File: src/shared/cdi_pkg.sv
// Constants and types shared by the coil drive and indicator timing core.
// Assumes a single 200 MHz system clock.
package cdi_pkg;
  // ----------------------------------------
  // Clock and rates
  // ----------------------------------------
  localparam longint CDI_CLK_HZ = 200_000_000;
  localparam longint CDI_BRIDGE_HZ = 130_000;
  localparam longint CDI_BRIDGE_FM_HZ = 125_000;
  localparam longint CDI_BUCK_HZ = 520_000;
  localparam longint CDI_BIT_HZ = 2_000;
  localparam longint CDI_FAST_MHZ = 2_500;
  localparam longint CDI_SLOW_MHZ = 625;
  localparam int CDI_BRIDGE_HALF = int'(CDI_CLK_HZ / (2 * CDI_BRIDGE_HZ));
  localparam int CDI_BRIDGE_FM_HALF = int'(CDI_CLK_HZ / (2 * CDI_BRIDGE_FM_HZ));
  localparam int CDI_BUCK_CYC = int'(CDI_CLK_HZ / CDI_BUCK_HZ);
  localparam int CDI_BIT_CYC = int'(CDI_CLK_HZ / CDI_BIT_HZ);
  localparam int CDI_FAST_HALF_CYC = int'((CDI_CLK_HZ * 1000) / (2 * CDI_FAST_MHZ));
  localparam int CDI_SLOW_PER_FAST = int'(CDI_FAST_MHZ / CDI_SLOW_MHZ);
  // ----------------------------------------
  // Widths and packet layout
  // ----------------------------------------
  localparam int CDI_HALF_W = 11;
  localparam int CDI_RAIL_W = 9;
  localparam int CDI_IVL_W = 18;
  localparam logic [CDI_RAIL_W-1:0] CDI_RAIL_INIT = 9'h060;
  localparam logic [CDI_RAIL_W-1:0] CDI_RAIL_MAX = CDI_RAIL_W'(CDI_BUCK_CYC);
  localparam logic [3:0] CDI_PRE_MIN = 4'h4;
  localparam logic [3:0] CDI_BIT_START = 4'h0;
  localparam logic [3:0] CDI_BIT_PAR = 4'h9;
  localparam logic [3:0] CDI_BIT_STOP = 4'hA;
  localparam logic [7:0] CDI_HDR_CTRL_ERR = 8'h03;
  localparam int CDI_LEN_LSB = 5;

  typedef enum logic [1:0] {
    CDI_IND_OFF = 2'b00,
    CDI_IND_ON = 2'b01,
    CDI_IND_SLOW = 2'b10,
    CDI_IND_FAST = 2'b11
  } cdi_ind_t;

  typedef enum logic [0:0] {
    CDI_FR_PRE = 1'b0,
    CDI_FR_DATA = 1'b1
  } cdi_frame_t;
endpackage

File: src/hw/cdi_blink.sv
// Blink rate divider: slow and fast square waves with equal halves.
// Assumes the core clock; the half period is a parameter so benches can shorten it.
module cdi_blink
  import cdi_pkg::*;
#(
  parameter int FAST_HALF_CYC = CDI_FAST_HALF_CYC
) (
  input wire logic mclk,
  input wire logic resetn,
  output logic blink_fast,
  output logic blink_slow,
  output logic slow_tick
);
  typedef struct packed {
    logic [31:0] cnt;
    logic [1:0] sub;
    logic fast;
    logic slow;
    logic tick;
  } cdi_blink_st_t;

  cdi_blink_st_t st_q, st_d;

  // ----------------------------------------
  // One counter feeds both rates so they never drift apart
  // ----------------------------------------
  always_comb begin
    st_d = st_q;
    st_d.tick = 1'b0;
    if (st_q.cnt == 32'(FAST_HALF_CYC - 1)) begin
      st_d.cnt = '0;
      st_d.fast = ~st_q.fast;
      st_d.sub = st_q.sub + 2'h1;
      if (st_q.sub == 2'(CDI_SLOW_PER_FAST - 1)) begin
        st_d.slow = ~st_q.slow;
        st_d.tick = 1'b1;
      end
    end else begin
      st_d.cnt = st_q.cnt + 32'h1;
    end
  end

  always_ff @(posedge mclk or negedge resetn) begin
    if (!resetn) begin
      st_q <= '0;
    end else begin
      st_q <= st_d;
    end
  end

  assign blink_fast = st_q.fast;
  assign blink_slow = st_q.slow;
  assign slow_tick = st_q.tick;

  // ----------------------------------------
  // Checks
  // ----------------------------------------
  a_slow_with_fast: assert property (@(posedge mclk) disable iff (!resetn)
    $changed(blink_slow) |-> $changed(blink_fast))
    else $error("slow blink moved without fast blink");
  a_fast_half_len: assert property (@(posedge mclk) disable iff (!resetn)
    st_q.cnt < 32'(FAST_HALF_CYC))
    else $error("fast blink half period overran");
endmodule

File: src/hw/cdi_core.sv
// Coil drive and indicator timing core: bridge drive, rail PWM, packet decode, indicators.
// Assumes coil_sense_signal is an already sliced amplitude comparator level and the
// scheme select code is stable while reset is released.
//
// Behaviour
// - Full bridge always switches at exactly fifty percent duty.
// - Bridge frequency is 130 kHz at every power level, and 125 kHz while fm_active is set.
// - Power is set only through the bridge supply rail setpoint.
// - Rail converter control PWM switches at 520 kHz.
// - Packets are preamble, header, message, checksum and are parsed that way.
// - Coil amplitude changes are decoded and adjust the rail setpoint.
// - Messages to the receiver use carrier frequency shifts, not amplitude.
// - Slow blink repeats at 0.625 Hz.
// - Thermal fault kills power at once; fast blink may lag within holdoff.
// - Three indicators driven directly, scheme picked by select input.
module cdi_core
  import cdi_pkg::*;
#(
  parameter int BIT_CYC = CDI_BIT_CYC,
  parameter int FAST_HALF_CYC = CDI_FAST_HALF_CYC
) (
  input wire logic mclk,
  input wire logic resetn,
  input wire logic power_enable,
  input wire logic fm_active,
  input wire logic charge_complete,
  input wire logic coil_sense_signal,
  input wire logic thermistor_fault,
  input wire logic [3:0] indicator_scheme_select,
  output logic bridge_a,
  output logic bridge_b,
  output logic rail_pwm,
  output logic [CDI_RAIL_W-1:0] rail_setpoint,
  output logic packet_ok,
  output logic packet_err,
  output logic indicator_out_first,
  output logic indicator_out_second,
  output logic indicator_out_third
);
  typedef struct packed {
    logic [2:0] sns;
    logic [2:0] flt;
    logic sns_lvl;
    logic flt_lvl;
    logic [3:0] scheme;
    logic scheme_ok;
    logic [CDI_HALF_W-1:0] br_cnt;
    logic br;
    logic [CDI_RAIL_W-1:0] buck_cnt;
    logic pwm;
    logic [CDI_RAIL_W-1:0] rail;
    logic [CDI_IVL_W-1:0] ivl;
    logic half;
    cdi_frame_t fs;
    logic [3:0] ones;
    logic [3:0] bitn;
    logic [7:0] shr;
    logic par;
    logic [3:0] byten;
    logic [7:0] hdr;
    logic [7:0] msg;
    logic [7:0] sum;
    logic ok;
    logic err;
    logic fault_shown;
    logic [2:0] ind;
  } cdi_core_st_t;

  cdi_core_st_t st_q, st_d;
  logic blink_fast, blink_slow, slow_tick;
  logic drive_on;
  cdi_ind_t ind_mode [3];

  cdi_blink #(
    .FAST_HALF_CYC(FAST_HALF_CYC)
  ) u_blink (
    .mclk(mclk),
    .resetn(resetn),
    .blink_fast(blink_fast),
    .blink_slow(blink_slow),
    .slow_tick(slow_tick)
  );

  // Bridge drive is cut the cycle the synchronised fault level is seen; rail PWM drops one cycle later
  assign drive_on = power_enable && !st_q.flt_lvl;

  // ----------------------------------------
  // Indicator scheme map
  // ----------------------------------------
  always_comb begin
    ind_mode[0] = CDI_IND_OFF;
    ind_mode[1] = CDI_IND_OFF;
    ind_mode[2] = CDI_IND_OFF;
    if (st_q.fault_shown) begin
      ind_mode[1] = CDI_IND_FAST;
    end else if (!power_enable) begin
      ind_mode[2] = st_q.scheme[1] ? CDI_IND_ON : CDI_IND_OFF;
    end else if (charge_complete) begin
      ind_mode[0] = CDI_IND_ON;
    end else begin
      ind_mode[0] = st_q.scheme[0] ? CDI_IND_SLOW : CDI_IND_ON;
    end
  end

  // ----------------------------------------
  // Next state
  // ----------------------------------------
  always_comb begin
    logic edge_seen;
    logic bit_v;
    logic bit_b;
    logic byte_done;
    logic signed [CDI_RAIL_W+1:0] sum_rail;
    edge_seen = 1'b0;
    bit_v = 1'b0;
    bit_b = 1'b0;
    byte_done = 1'b0;
    sum_rail = '0;
    st_d = st_q;
    st_d.ok = 1'b0;
    st_d.err = 1'b0;

    // Three stage synchronisers; a change counts once stages two and three agree
    st_d.sns = {st_q.sns[1:0], coil_sense_signal};
    st_d.flt = {st_q.flt[1:0], thermistor_fault};
    if (st_q.sns[1] == st_q.sns[2]) begin
      edge_seen = st_q.sns[2] != st_q.sns_lvl;
      st_d.sns_lvl = st_q.sns[2];
    end
    if (st_q.flt[1] == st_q.flt[2]) begin
      st_d.flt_lvl = st_q.flt[2];
    end
    if (!st_q.scheme_ok) begin
      st_d.scheme = indicator_scheme_select;
      st_d.scheme_ok = 1'b1;
    end

    // Bridge: both halves equal, only the half length shifts for signalling
    if (!drive_on) begin
      st_d.br_cnt = '0;
      st_d.br = 1'b0;
    end else if (st_q.br_cnt >= CDI_HALF_W'((fm_active ? CDI_BRIDGE_FM_HALF : CDI_BRIDGE_HALF) - 1)) begin
      st_d.br_cnt = '0;
      st_d.br = ~st_q.br;
    end else begin
      st_d.br_cnt = st_q.br_cnt + CDI_HALF_W'(1);
    end

    // Rail converter PWM, duty set by the rail setpoint
    st_d.buck_cnt = (st_q.buck_cnt == CDI_RAIL_W'(CDI_BUCK_CYC - 1)) ? '0
                    : st_q.buck_cnt + CDI_RAIL_W'(1);
    st_d.pwm = drive_on && (st_d.buck_cnt < st_q.rail);

    // Biphase bit recovery from edge spacing
    if (edge_seen) begin
      st_d.ivl = '0;
      if (st_q.ivl < CDI_IVL_W'(BIT_CYC * 3 / 4)) begin
        if (st_q.half) begin
          bit_v = 1'b1;
          bit_b = 1'b1;
          st_d.half = 1'b0;
        end else begin
          st_d.half = 1'b1;
        end
      end else if (st_q.half) begin
        st_d.half = 1'b0;
        st_d.fs = CDI_FR_PRE;
        st_d.ones = '0;
      end else begin
        bit_v = 1'b1;
      end
    end else if (st_q.ivl == CDI_IVL_W'(2 * BIT_CYC)) begin
      // Silence ends any frame in progress
      st_d.fs = CDI_FR_PRE;
      st_d.ones = '0;
      st_d.half = 1'b0;
    end else begin
      st_d.ivl = st_q.ivl + CDI_IVL_W'(1);
    end

    // Packet framing
    if (bit_v) begin
      case (st_q.fs)
        CDI_FR_PRE: begin
          if (bit_b) begin
            st_d.ones = (st_q.ones == 4'hF) ? st_q.ones : st_q.ones + 4'h1;
          end else if (st_q.ones >= CDI_PRE_MIN) begin
            st_d.fs = CDI_FR_DATA;
            st_d.bitn = CDI_BIT_START + 4'h1;
            st_d.byten = '0;
            st_d.par = 1'b0;
          end else begin
            st_d.ones = '0;
          end
        end
        CDI_FR_DATA: begin
          st_d.bitn = st_q.bitn + 4'h1;
          if (st_q.bitn == CDI_BIT_START) begin
            st_d.par = 1'b0;
            if (bit_b) begin
              st_d.fs = CDI_FR_PRE;
              st_d.ones = '0;
            end
          end else if (st_q.bitn < CDI_BIT_PAR) begin
            st_d.shr = {bit_b, st_q.shr[7:1]};
            st_d.par = st_q.par ^ bit_b;
          end else if (st_q.bitn == CDI_BIT_PAR) begin
            st_d.par = st_q.par ^ bit_b;
          end else begin
            st_d.bitn = CDI_BIT_START;
            if (!bit_b || !st_q.par) begin
              st_d.fs = CDI_FR_PRE; // Odd parity and stop bit required
              st_d.ones = '0;
              st_d.err = 1'b1;
            end else begin
              byte_done = 1'b1;
            end
          end
        end
        default: st_d.fs = CDI_FR_PRE;
      endcase
    end

    if (byte_done) begin
      st_d.byten = st_q.byten + 4'h1;
      st_d.sum = st_q.sum ^ st_q.shr;
      if (st_q.byten == '0) begin
        st_d.hdr = st_q.shr;
        st_d.sum = st_q.shr;
      end else if (st_q.byten == 4'h1) begin
        st_d.msg = st_q.shr;
      end
      if (st_q.byten != '0 && st_q.byten == 4'(st_q.hdr[7:CDI_LEN_LSB]) + 4'h2) begin
        st_d.fs = CDI_FR_PRE;
        st_d.ones = '0;
        if (st_q.sum == st_q.shr) begin
          st_d.ok = 1'b1;
        end else begin
          st_d.err = 1'b1;
        end
      end
    end

    // Rail loop: signed request moves the setpoint, clamped to the PWM range
    if (st_q.ok && st_q.hdr == CDI_HDR_CTRL_ERR) begin
      sum_rail = $signed({2'b00, st_q.rail}) + (CDI_RAIL_W+2)'($signed(st_q.msg));
      if (sum_rail < 0) begin
        st_d.rail = '0;
      end else if (sum_rail > $signed({2'b00, CDI_RAIL_MAX})) begin
        st_d.rail = CDI_RAIL_MAX;
      end else begin
        st_d.rail = sum_rail[CDI_RAIL_W-1:0];
      end
    end

    // Fault shown on the next slow tick; lag stays under one slow period
    if (!st_q.flt_lvl) begin
      st_d.fault_shown = 1'b0;
    end else if (slow_tick) begin
      st_d.fault_shown = 1'b1;
    end

    for (int i = 0; i < 3; i++) begin
      case (ind_mode[i])
        CDI_IND_ON: st_d.ind[i] = 1'b1;
        CDI_IND_SLOW: st_d.ind[i] = blink_slow;
        CDI_IND_FAST: st_d.ind[i] = blink_fast;
        default: st_d.ind[i] = 1'b0;
      endcase
    end
  end

  always_ff @(posedge mclk or negedge resetn) begin
    if (!resetn) begin
      st_q <= '{rail: CDI_RAIL_INIT, fs: CDI_FR_PRE, default: '0};
    end else begin
      st_q <= st_d;
    end
  end

  // ----------------------------------------
  // Outputs
  // ----------------------------------------
  assign bridge_a = drive_on && st_q.br;
  assign bridge_b = drive_on && !st_q.br;
  assign rail_pwm = st_q.pwm;
  assign rail_setpoint = st_q.rail;
  assign packet_ok = st_q.ok;
  assign packet_err = st_q.err;
  assign indicator_out_first = st_q.ind[0];
  assign indicator_out_second = st_q.ind[1];
  assign indicator_out_third = st_q.ind[2];

  // ----------------------------------------
  // Checks
  // ----------------------------------------
  a_bridge_compl: assert property (@(posedge mclk) disable iff (!resetn)
    drive_on |-> bridge_a != bridge_b)
    else $error("bridge legs not complementary");
  a_bridge_half_len: assert property (@(posedge mclk) disable iff (!resetn)
    drive_on && !fm_active && $past(drive_on) && $changed(st_q.br) && !$past(fm_active)
    |-> $past(st_q.br_cnt) == CDI_HALF_W'(CDI_BRIDGE_HALF - 1))
    else $error("bridge half period wrong");
  a_buck_period: assert property (@(posedge mclk) disable iff (!resetn)
    st_q.buck_cnt == CDI_RAIL_W'(CDI_BUCK_CYC - 1) |=> st_q.buck_cnt == '0)
    else $error("rail pwm period wrong");
  a_pwm_duty: assert property (@(posedge mclk) disable iff (!resetn)
    $past(drive_on) && drive_on |-> rail_pwm == (st_q.buck_cnt < $past(st_q.rail)))
    else $error("rail pwm duty not from setpoint");
  a_fault_cuts: assert property (@(posedge mclk) disable iff (!resetn)
    st_q.flt_lvl |-> (!bridge_a && !bridge_b) ##1 !rail_pwm)
    else $error("power still driven during thermal fault");
  a_bad_sum_hold: assert property (@(posedge mclk) disable iff (!resetn)
    packet_err |=> $stable(rail_setpoint))
    else $error("rail moved on a rejected packet");
  a_rail_cause: assert property (@(posedge mclk) disable iff (!resetn)
    $changed(rail_setpoint) |-> $past(packet_ok) && $past(st_q.hdr) == CDI_HDR_CTRL_ERR)
    else $error("rail moved without an accepted request");
  a_fault_blink: assert property (@(posedge mclk) disable iff (!resetn)
    st_q.fault_shown |=> indicator_out_second == $past(blink_fast))
    else $error("fault indicator not fast blinking");
  c_packet_ok: cover property (@(posedge mclk) disable iff (!resetn) packet_ok);
  c_fault_shown: cover property (@(posedge mclk) disable iff (!resetn) $rose(st_q.fault_shown));
  c_fm_bridge: cover property (@(posedge mclk) disable iff (!resetn) fm_active && $changed(bridge_a));
endmodule

File: config.mk
export PLATFORM = sky130hd
export DESIGN_NAME = cdi_core
export DESIGN_NICKNAME = d
export VERILOG_FILES = /design/src/shared/cdi_pkg.sv /design/src/hw/cdi_blink.sv /design/src/hw/cdi_core.sv
export SDC_FILE = /design/constraint.sdc
export NUM_CORES = 1
export LEC_CHECK = 0
export BUFFER_PORTS_ARGS = -buffer_cell sky130_fd_sc_hd__buf_4
export CAP_MARGIN = 20
export CORE_UTILIZATION = 55
export DETAILED_ROUTE_END_ITERATION = 10
export GPL_TIMING_DRIVEN = 0
export PLACE_DENSITY_LB_ADDON = 0.1
export SYNTH_ARGS = -nofsm -noshare
export SYNTH_HDL_FRONTEND = slang
export SYNTH_SLANG_ARGS = --single-unit
export TNS_END_PERCENT = 5
File: constraint.sdc
create_clock -name mclk -period 2.8 [get_ports mclk]
set_input_delay 0.56 -clock mclk [delete_from_list [all_inputs] [get_ports mclk]]
set_output_delay 0.56 -clock mclk [all_outputs]
set_load 0.02 [all_outputs]
==> results of run 1 <==
-- stage by stage --
stage | util [%] | power (mW) | worst slack [ps] | hold WS, ps | instances
after floorplan | - | 2.58 | 27.7 | 264 | 768
after global placement | 59.9 | 2.70 | -378 | 335 | 973
after detailed placement | 60.1 | 2.73 | -436 | 336 | 974
after CTS | 65.4 | 5.20 | 1.26 | 93.2 | 1012
after global routing | 66.7 | 5.40 | -83.5 | 119 | 1023
final | 66.7 | 5.19 | 41.7 | 82.5 | 1023
-- routing by layer --
| metal | track usage, % | vias to the layer above | wire length, µm |
|---|---|---|---|
| met3 | 4.69 | 13 | 434 |
| met5 | 0 | - | 0 |
| met4 | 7.93 | 0 | 174 |
| met2 | 38.8 | 81 | 7880 |
| met1 | 29.4 | 2829 | 7240 |
| li1 | - | 2821 | - |
-- timing repair --
item,4_1_cts,5_1_grt
hold buffers,0,0
resized for setup,12,31
setup endpoints to repair,47,37
pin swaps,2,17
cloned,0,0
buffers inserted,7,11
-- cells in the final DEF, fill, tap and decap left out, types with 10 or more instances in the layout --
master and n:
a21o_1 10, a21oi_1 14, a22o_1 12, and3_1 13
buf_4 51, clkbuf_16 17, dfrtp_1 144, ha_1 38
inv_1 33, mux2_2 10, nand2_1 56, nand3_1 30
nand4_1 20, nor2_1 85, o21ai_0 18, o21ai_1 23
xnor2_1 31, xor2_1 49
-- worst reg2reg max path: cells and delay by family (launching register included) --
kind	cells	cell delay, ps
AO/OA/AOI/OAI	4	780
adder cells (fa/ha/maj)	2	310
buffers and inverters	2	250
flip-flops	1	440
multiplexers	1	310
AND/OR/NAND/NOR	3	560
-- worst max-delay path by stage --
stage               startpoint  endpoint  depth (start not counted)
finish                st_q[62]  st_q[15]                         12
global route          st_q[62]  st_q[47]                         14
detailed placement    st_q[61]  st_q[19]                         13
floorplan             st_q[61]  st_q[14]                         13
CTS                   st_q[62]  st_q[19]                         12
global placement      st_q[61]  st_q[16]                         13
-- layout make-up --
| class | instances | area (µm²) | share of cell area [%] |
|---|---|---|---|
| Tap cell | 180 | 225 | 2.41 |
| Clock inverter | 13 | 196 | 2.11 |
| Clock buffer | 19 | 443 | 4.75 |
| Sequential cell | 150 | 3760 | 40.3 |
| Buffer | 26 | 176 | 1.89 |
| Multi-Input combinational cell | 557 | 4050 | 43.4 |
| Inverter | 34 | 128 | 1.37 |
| Timing Repair Buffer | 44 | 354 | 3.80 |
-- registers in the layout (all words and copies together) (netlist names) --
| register | flops |
|---|---|
| packet_err | 1 |
| rail_setpoint | 9 |
| rail_pwm | 1 |
| u_blink.blink_fast | 1 |
| u_blink.slow_tick | 1 |
| indicator_out_second | 1 |
| st_q | 94 |
| u_blink.st_q | 34 |
| packet_ok | 1 |
| u_blink.blink_slow | 1 |
| st_d | 4 |
| indicator_out_third | 1 |
| indicator_out_first | 1 |
-- power groups by stage --
stage	Combinational [mW]	Clock, mW	Sequential (mW)
2_1_floorplan	0.249	0	2.33
3_3_place_gp	0.354	0	2.34
3_5_place_dp	0.381	0	2.35
4_1_cts	0.400	2.49	2.31
5_1_grt	0.485	2.59	2.33
6_report	0.431	2.44	2.32
-- cells by family (layout without fill, tap and decap cells) --
group | count (synthesis) | count (layout) | share of synthesized area, %
xor gates and xnor gates | 81 | 81 | 9.01
DFF | 150 | 150 | 47.2
adders and majority gates | 44 | 44 | 6.95
AOI/OAI and AO/OA | 124 | 124 | 10.9
buffers and inverters | 61 | 136 | 3.74
muxes | 29 | 29 | 4.06
and+or+nand+nor | 277 | 277 | 18.1
other | 2 | 2 | 0.0944
==> qor.log, run 1 <==
[pwr] pwr/cell area 556 mW/mm²
[clock_tree] total CTS buffers 17
[worst_setup_path] gate family responsible for the most delay along the worst path compound AO/OA/AOI/OAI gates
[pwr] Switching Share 23.9%
[worst_setup_path] type of destination of the critical path flip-flop
[floorplan] initial standard-cell utilization of the core 56.9%
[pwr] total net switching power 1.24 mW
[layout] final layout net count 883
[sta] Max Clock Skew 5.69 ps
[outcome] status complete, no violations
[sta] final worst-path cycle share 98.5%
[clock_tree] CTS clk-pin slew, worst paths 60 ps
[worst_setup_path] worst reg2reg setup slack 40 ps
[global_route] Overall Global Routing Usage 23.0%
[route] detailed-routing iteration count for the pre-antenna-repair pass 5
[clock_tree] number of sinks on the clock net 150
[worst_setup_path] worst-case reg-to-reg path depth 12
[synthesis] post-synth top area cell dfrtp_1
[hold_path] classification of the worst-slack hold path in2async
[floorplan] height of the chip 122 µm
[sta] number of endpoints with negative hold slack in the final report 0
[sta] slew of the pin with the lowest slew margin 615 ps
[layout] fraction of layout instances using a drive strength above 1 17.9%
[global_route] antenna violations before repair 0
[floorplan] Die Span X 122 µm
[synthesis] post-synthesis sequential element count 150
[global_route] pin count of the biggest net entering global routing 98
[place] Final GP Congestion 0.803
[place] placed cell areas 0.00841 mm²
[sta] post-layout minimum cycle time 2760 ps
[global_route] wire length of the first global-routing pass 27100 µm
[route] via density per instance 5.61
[worst_setup_path] largest fanout on the critical path 8
[layout] Area Overhead vs Synth 17.2%
[floorplan] number of top-level pins 28
[clock_tree] CTS H-tree lvls 4
[worst_setup_path] worst reg2reg startpoint st_q[62]
[synthesis] cell with the most instances after synthesis dfrtp_1
[synthesis] number of warnings printed during yosys synthesis 0
[pwr] static leakage power 4.37 nW
[pwr] Internal Pwr Total 3.94 mW
[synthesis] proportion of register bits with asynchronous set or reset after synthesis 100%
[worst_setup_path] cell breakdown of the critical path nor2_2, o21ai_1, a31o_1, a21oi_4, ha_4, a21bo_4, inv_2, ha_4, and4_4, and4b_1, buf_6, mux2_4
[floorplan] area of the placeable core 0.0140 mm²
[pwr] clock network power share 47.0%
[clock_tree] clock tree from TritonCTS built
[synthesis] cell count after synthesis 768
[worst_setup_path] Max stage delay cell, worst path dfrtp_2
[synthesis] part of the Yosys area used for sequential elements 47.2%
[pwr] IR drop worst, VDD 0.500 mV
[route] average routed wire per standard cell 15.4 µm
[floorplan] full die area 0.0150 mm²
[layout] count of filler cells inserted in the layout 1067
[sta] headroom to the max-slew limit 58.9%
[synthesis] synth top area cells dfrtp_1 (47%), ha_1 (6.4%), xor2_1 (5.4%), nor2_1 (4.1%), xnor2_1 (3.4%)
[sta] Max Freq 0.363 GHz
[synthesis] unique cell type count in the Yosys netlist 80
[worst_setup_path] worst stage delay on the critical path 440 ps
[route] drt first-iter violations 274
[synthesis] Cell Area, Synth 0.00796 mm²
[sta] count of final max-slew check failures 0
[route] WL final 15700 µm
[route] remaining routing DRC violations 0
[synthesis] fraction of synthesized cell area taken by the top area cell type 46.5%
[worst_setup_path] Worst path most repeated cell ha_4
[worst_setup_path] number of buffer and inverter instances along the worst setup path 2
[synthesis] top flip-flop cell by instance count after synthesis dfrtp_1
[pwr] Flop pwr share 44.7%
[clock_tree] maximum count of clock buffers along a single path 2
[worst_setup_path] required time worst endpoint 3100 ps
[floorplan] cell row count 43
[place] Port Buffers 25
[global_route] GRT Residual Overflow 0
[route] Vias 5744
[pwr] combinational group share of total power 8.3%
[sta] setup repair after global routing missed its margin yes
[layout] number of antenna diodes 0
[synthesis] number of synthesized flops with an enable pin 0
[global_route] vias in the first global route 5829
[place] estimated wirelength of the detail-placed design 10500 µm
[job] Max Cap Violations 0
[route] Detail Route Antenna Nets 0
[synthesis] leading cell types by count after synthesis dfrtp_1 (148), nor2_1 (87), nand2_1 (57)
[worst_setup_path] endpoint of the worst-slack reg-to-reg timing path st_q[15]
[sta] endpoints failing setup 0
[worst_setup_path] CP startpoint kind flip-flop
[worst_setup_path] class of the most critical setup path reg2reg
[synthesis] post-synthesis average cell area 10.4 µm²
[synthesis] Post-Synthesis Net Count 821
[worst_setup_path] CP arrival 3060 ps
[clock_tree] cell at the root of the clock tree clkbuf_16
[layout] final instance area 0.00933 mm²
[sta] Final TNS setup 0 ps
[clock_tree] Clock Latency Late Sink 420 ps
(Power assumes the default switching activity.)
==> run 2: changes to the inputs <==
- clock period: 2.8 -> 3 ns (I/O delays scaled with it)
==> qor.log, run 2 (synthesized netlist as in run 1, its figures left out) <==
[clock_tree] CTS H-tree lvls 4
[clock_tree] cell at the root of the clock tree clkbuf_16
[worst_setup_path] endpoint of the worst-slack reg-to-reg timing path st_q[18]
[floorplan] initial standard-cell utilization of the core 56.9%
[sta] final worst-path cycle share 95.4%
[clock_tree] number of sinks on the clock net 150
[worst_setup_path] CP startpoint kind flip-flop
[layout] final layout net count 868
[outcome] status complete, no violations
[floorplan] Die Span X 122 µm
[pwr] clock network power share 46.3%
[layout] Cell Count, Final, Fillers Out 1008
[layout] Area Overhead vs Synth 14.4%
[floorplan] area of the placeable core 0.0140 mm²
[global_route] wire length of the first global-routing pass 26000 µm
[route] via density per instance 5.62
[clock_tree] maximum count of clock buffers along a single path 2
[pwr] Internal Pwr Total 3.56 mW
[clock_tree] CTS hold repair buffers 0
[pwr] pwr/cell area 518 mW/mm²
[job] Max Cap Violations 0
[hold_path] classification of the worst-slack hold path in2async
[pwr] total net switching power 1.16 mW
[pwr] total power consumption of the routed design 4.71 mW
[pwr] static leakage power 4.28 nW
[sta] number of endpoints with negative hold slack in the final report 0
[worst_setup_path] largest fanout on the critical path 8
[layout] Final Util 65.1%
[worst_setup_path] startpoint of the most critical setup path st_q[58]
[global_route] pin count of the biggest net entering global routing 86
[route] drt first-iter violations 257
[layout] final instance area 0.00911 mm²
[place] estimated wirelength of the detail-placed design 10700 µm
[route] WL final 15300 µm
[sta] headroom to the max-slew limit 51.5%
[place] Final GP Congestion 0.800
[pwr] Switching Share 24.5%
[sta] Max Clock Skew 5.80 ps
[route] detailed-routing iteration count for the pre-antenna-repair pass 4
[clock_tree] Clock Latency Late Sink 420 ps
[worst_setup_path] worst reg2reg startpoint st_q[58]
[route] remaining routing DRC violations 0
[layout] most frequent cells in the layout dfrtp_1 (145), nor2_1 (86), nand2_1 (57)
[worst_setup_path] class of the most critical setup path reg2reg
[worst_setup_path] type of destination of the critical path flip-flop
[layout] number of antenna diodes 0
[global_route] antenna violations before repair 0
[global_route] Overall Global Routing Usage 22.0%
[route] Detail Route Antenna Nets 0
[floorplan] full die area 0.0150 mm²
[sta] Max Freq 0.349 GHz
[worst_setup_path] worst-case reg-to-reg path depth 12
[sta] endpoints failing setup 0
[worst_setup_path] Setup crit end st_q[18]
[worst_setup_path] worst reg2reg setup slack 140 ps
[sta] slew of the pin with the lowest slew margin 726 ps
[global_route] vias in the first global route 5575
[pwr] IR drop worst, VDD 0.388 mV
[layout] commonest non-fill, non-tap cell in the layout dfrtp_1
[clock_tree] total CTS buffers 17
[sta] post-layout minimum cycle time 2860 ps
[worst_setup_path] CP arrival 3160 ps
[clock_tree] CTS clk-pin slew, worst paths 60 ps
[pwr] Flop pwr share 45.9%
[floorplan] number of top-level pins 28
[sta] final hold slack 179 ps
[sta] setup repair after global routing missed its margin yes
[place] placed cell areas 0.00840 mm²
[worst_setup_path] required time worst endpoint 3300 ps
[floorplan] height of the chip 122 µm
[layout] fraction of layout instances using a drive strength above 1 14.0%
[place] worst setup slack after placement -300 ps
[layout] flip-flop count of the largest register after layout 94
[place] Port Buffers 25
[place] Post-Place Cells 974
[pwr] combinational group share of total power 7.8%
[route] Vias 5668
[clock_tree] clock tree from TritonCTS built
[route] average routed wire per standard cell 15.2 µm
[layout] most flop-heavy register st_q
[sta] Final TNS setup 0 ps
[sta] count of final max-slew check failures 0
[sta] final worst-path setup slack 137 ps
[floorplan] cell row count 43
[layout] count of filler cells inserted in the layout 1144
[global_route] GRT Residual Overflow 0
-- run 2: cell types whose count changed in the layout (fill, tap and decap cells not counted), moves of 2 or more --
cell      before  now
buf_4         51   36
mux2_1         8   16
clkbuf_1       8   10
o31ai_1        4    8
nand3_2        3    1
mux2_4         8    0
o31ai_2        4    0
-- run 2: power groups by stage --
stage               sequential (mW)  clock (mW)  combinational (mW)
floorplan                      2.18           0               0.233
global placement               2.19           0               0.332
detailed placement             2.19           0               0.351
CTS                            2.16        2.23               0.367
global route                   2.18        2.31               0.425
finish                         2.16        2.18               0.369
-- run 2: worst max-delay path: stages, from the launching register on --
cell	delay, ps
dfrtp_2	450
nand3_4	120
o21ai_1	80
a31o_1	250
a21oi_4	220
ha_4	180
a21bo_4	240
inv_1	60
ha_2	180
and4_4	230
and4b_1	250
buf_6	160
mux2_1	320
-- run 2: layout make-up --
class,count,area (µm²),area share (%)
plain buffers,26,173,1.90
clock buffers,19,433,4.75
clock inverters,13,173,1.90
inverters,34,128,1.40
multi-input cells,557,3980,43.6
flip-flops and latches,150,3760,41.3
well taps,180,225,2.47
repair buffers,29,241,2.65
-- run 2: metal layers --
layer | track usage, % | up-vias | part of all wire, %
li1 | - | 2793 | -
met5 | 0 | - | 0
met3 | 5.02 | 14 | 2.4
met2 | 36.8 | 76 | 50
met4 | 7.39 | 0 | 1.1
met1 | 28.2 | 2785 | 46
-- run 2: how the worst min path moves through the flow --
stage	end	from	cells past startpoint	slack, ps
2_1_floorplan	indicator_out_first	resetn	0	300
3_3_place_gp	st_d[111]	st_d[110]	0	330
3_5_place_dp	st_d[114]	st_d[113]	0	340
4_1_cts	st_q[29]	resetn	1	200
5_1_grt	st_q[29]	resetn	1	220
6_report	st_q[29]	resetn	1	180
-- run 2: what timing repair did --
action | in CTS | in global routing
setup buffers | 0 | 3
pin swaps | 1 | 6
setup endpoints to repair | 32 | 36
gates resized for setup | 8 | 12
==> run 3: changes to the inputs <==
- clock period: 3 -> 2.75 ns (I/O delays scaled with it)
==> qor.log, run 3 (synthesized netlist as in run 1, its figures left out) <==
[pwr] static leakage power 4.36 nW
[layout] number of antenna diodes 0
[global_route] antenna violations before repair 0
[sta] Final TNS setup 0 ps
[outcome] status complete, no violations
[sta] final worst-path setup slack 15.6 ps
[floorplan] initial standard-cell utilization of the core 56.9%
[route] Vias 5809
[layout] final layout net count 889
[clock_tree] total CTS buffers 17
[sta] final worst-path cycle share 99.4%
[global_route] wire length of the first global-routing pass 27600 µm
[global_route] vias in the first global route 5997
[worst_setup_path] required time worst endpoint 3050 ps
[floorplan] height of the chip 122 µm
[worst_setup_path] CP arrival 3030 ps
[sta] post-layout minimum cycle time 2730 ps
[floorplan] full die area 0.0150 mm²
[sta] setup repair after global routing missed its margin yes
[clock_tree] CTS clk-pin slew, worst paths 60 ps
[worst_setup_path] CP startpoint kind flip-flop
[route] Detail Route Antenna Nets 0
[sta] slew of the pin with the lowest slew margin 667 ps
[clock_tree] cell at the root of the clock tree clkbuf_16
[layout] most frequent cells in the layout dfrtp_1 (146), nor2_1 (86), buf_4 (58)
[pwr] combinational group share of total power 8.7%
[pwr] Flop pwr share 47.3%
[place] Post-Place Cells 974
[worst_setup_path] startpoint of the most critical setup path st_q[67]
[sta] count of final max-slew check failures 0
[place] Final GP Congestion 0.832
[global_route] Overall Global Routing Usage 23.5%
[layout] Cell Count, Final, Fillers Out 1027
[sta] Max Clock Skew 6.19 ps
[route] drt first-iter violations 345
[route] average routed wire per standard cell 15.7 µm
[pwr] total net switching power 1.20 mW
[route] via density per instance 5.66
[floorplan] area of the placeable core 0.0140 mm²
[route] remaining routing DRC violations 0
[sta] number of endpoints with negative hold slack in the final report 0
[clock_tree] maximum count of clock buffers along a single path 2
[pwr] pwr/cell area 535 mW/mm²
[worst_setup_path] type of destination of the critical path flip-flop
[worst_setup_path] class of the most critical setup path reg2reg
[global_route] pin count of the biggest net entering global routing 83
[floorplan] Die Span X 122 µm
[floorplan] cell row count 43
[sta] Max Freq 0.366 GHz
[layout] Area Overhead vs Synth 16.7%
[pwr] clock network power share 43.9%
[place] estimated wirelength of the detail-placed design 10900 µm
[worst_setup_path] worst reg2reg startpoint st_q[67]
[sta] endpoints failing setup 0
[pwr] Switching Share 24.2%
[clock_tree] clock tree from TritonCTS built
[place] worst setup slack after placement -360 ps
[layout] flip-flop count of the largest register after layout 94
[pwr] Internal Pwr Total 3.76 mW
[layout] most flop-heavy register st_q
[clock_tree] Clock Latency Late Sink 410 ps
[clock_tree] CTS H-tree lvls 4
[layout] fraction of layout instances using a drive strength above 1 17.6%
[floorplan] number of top-level pins 28
[worst_setup_path] largest fanout on the critical path 8
[place] Port Buffers 25
[sta] headroom to the max-slew limit 55.4%
[clock_tree] number of sinks on the clock net 150
[job] Max Cap Violations 0
[layout] commonest non-fill, non-tap cell in the layout dfrtp_1
[route] WL final 16100 µm
[pwr] IR drop worst, VDD 0.415 mV
[route] detailed-routing iteration count for the pre-antenna-repair pass 6
[hold_path] classification of the worst-slack hold path in2async
[layout] Final Util 66.4%
[global_route] GRT Residual Overflow 0
[run 3: repair_timing]
action | 4_1_cts | 5_1_grt
setup endpoints to repair | 47 | 37
buffers inserted | 14 | 10
pin swaps | 8 | 15
gates resized for setup | 19 | 17
hold buffers | 0 | 0
[run 3: metrics by stage]
stage / hold WS (ps) / power [mW] / instance area (µm²)
3_5_place_dp: 345 / 2.77 / 8410
5_1_grt: 186 / 5.19 / 9280
6_report: 148 / 4.97 / 9280
4_1_cts: 164 / 5.00 / 9150
3_3_place_gp: 333 / 2.75 / 8380
2_1_floorplan: 254 / 2.63 / 7970
[run 3: critical path: stages (launching register included)]
cell,delay [ps]
dfrtp_1,400
nor2_2,150
nand2_1,80
a31o_1,230
a21oi_4,220
ha_4,170
a21bo_4,220
inv_2,60
ha_4,140
and4_4,220
and4b_1,230
buf_6,170
mux2_1,320
[run 3: area by class of cell]
cell class                 count  area [µm²]
inverter                      34         128
clock inverter                 7        72.6
fill                        1105        4710
tap                          180         225
buffer                        26         175
clock buffer                  23         478
timing repair buffer          50         399
multi-input combinational    557        4050
sequential                   150        3760
[run 3: worst paths after layout]
kind | end | slack (ps) | depth (start not counted)
min in group mclk | st_d[110] | 240 | 1
worst max-delay path | st_q[14] | 20 | 12
worst max register to register | st_q[14] | 20 | 12
max in group asynchronous | st_q[94] | 1780 | 2
worst min-delay path | st_q[31] | 150 | 1
worst min register to register | st_d[111] | 350 | 0
[run 3: power groups by stage]
stage | registers, mW | clock network [mW] | logic [mW]
6_report | 2.35 | 2.18 | 0.434
5_1_grt | 2.36 | 2.33 | 0.498
4_1_cts | 2.35 | 2.23 | 0.428
3_5_place_dp | 2.39 | 0 | 0.384
3_3_place_gp | 2.39 | 0 | 0.363
2_1_floorplan | 2.38 | 0 | 0.255
[run 3: routing by layer]
layer  up-vias  routed length [µm]  track usage, %  share of wire, %
met5         -                   0               0                 0
met4         0                 172            7.70               1.1
met3        16                 411            5.20               2.6
met2        77                8130            39.7                51
met1      2883                7370            30.0                46
li1       2833                   -               -                 -
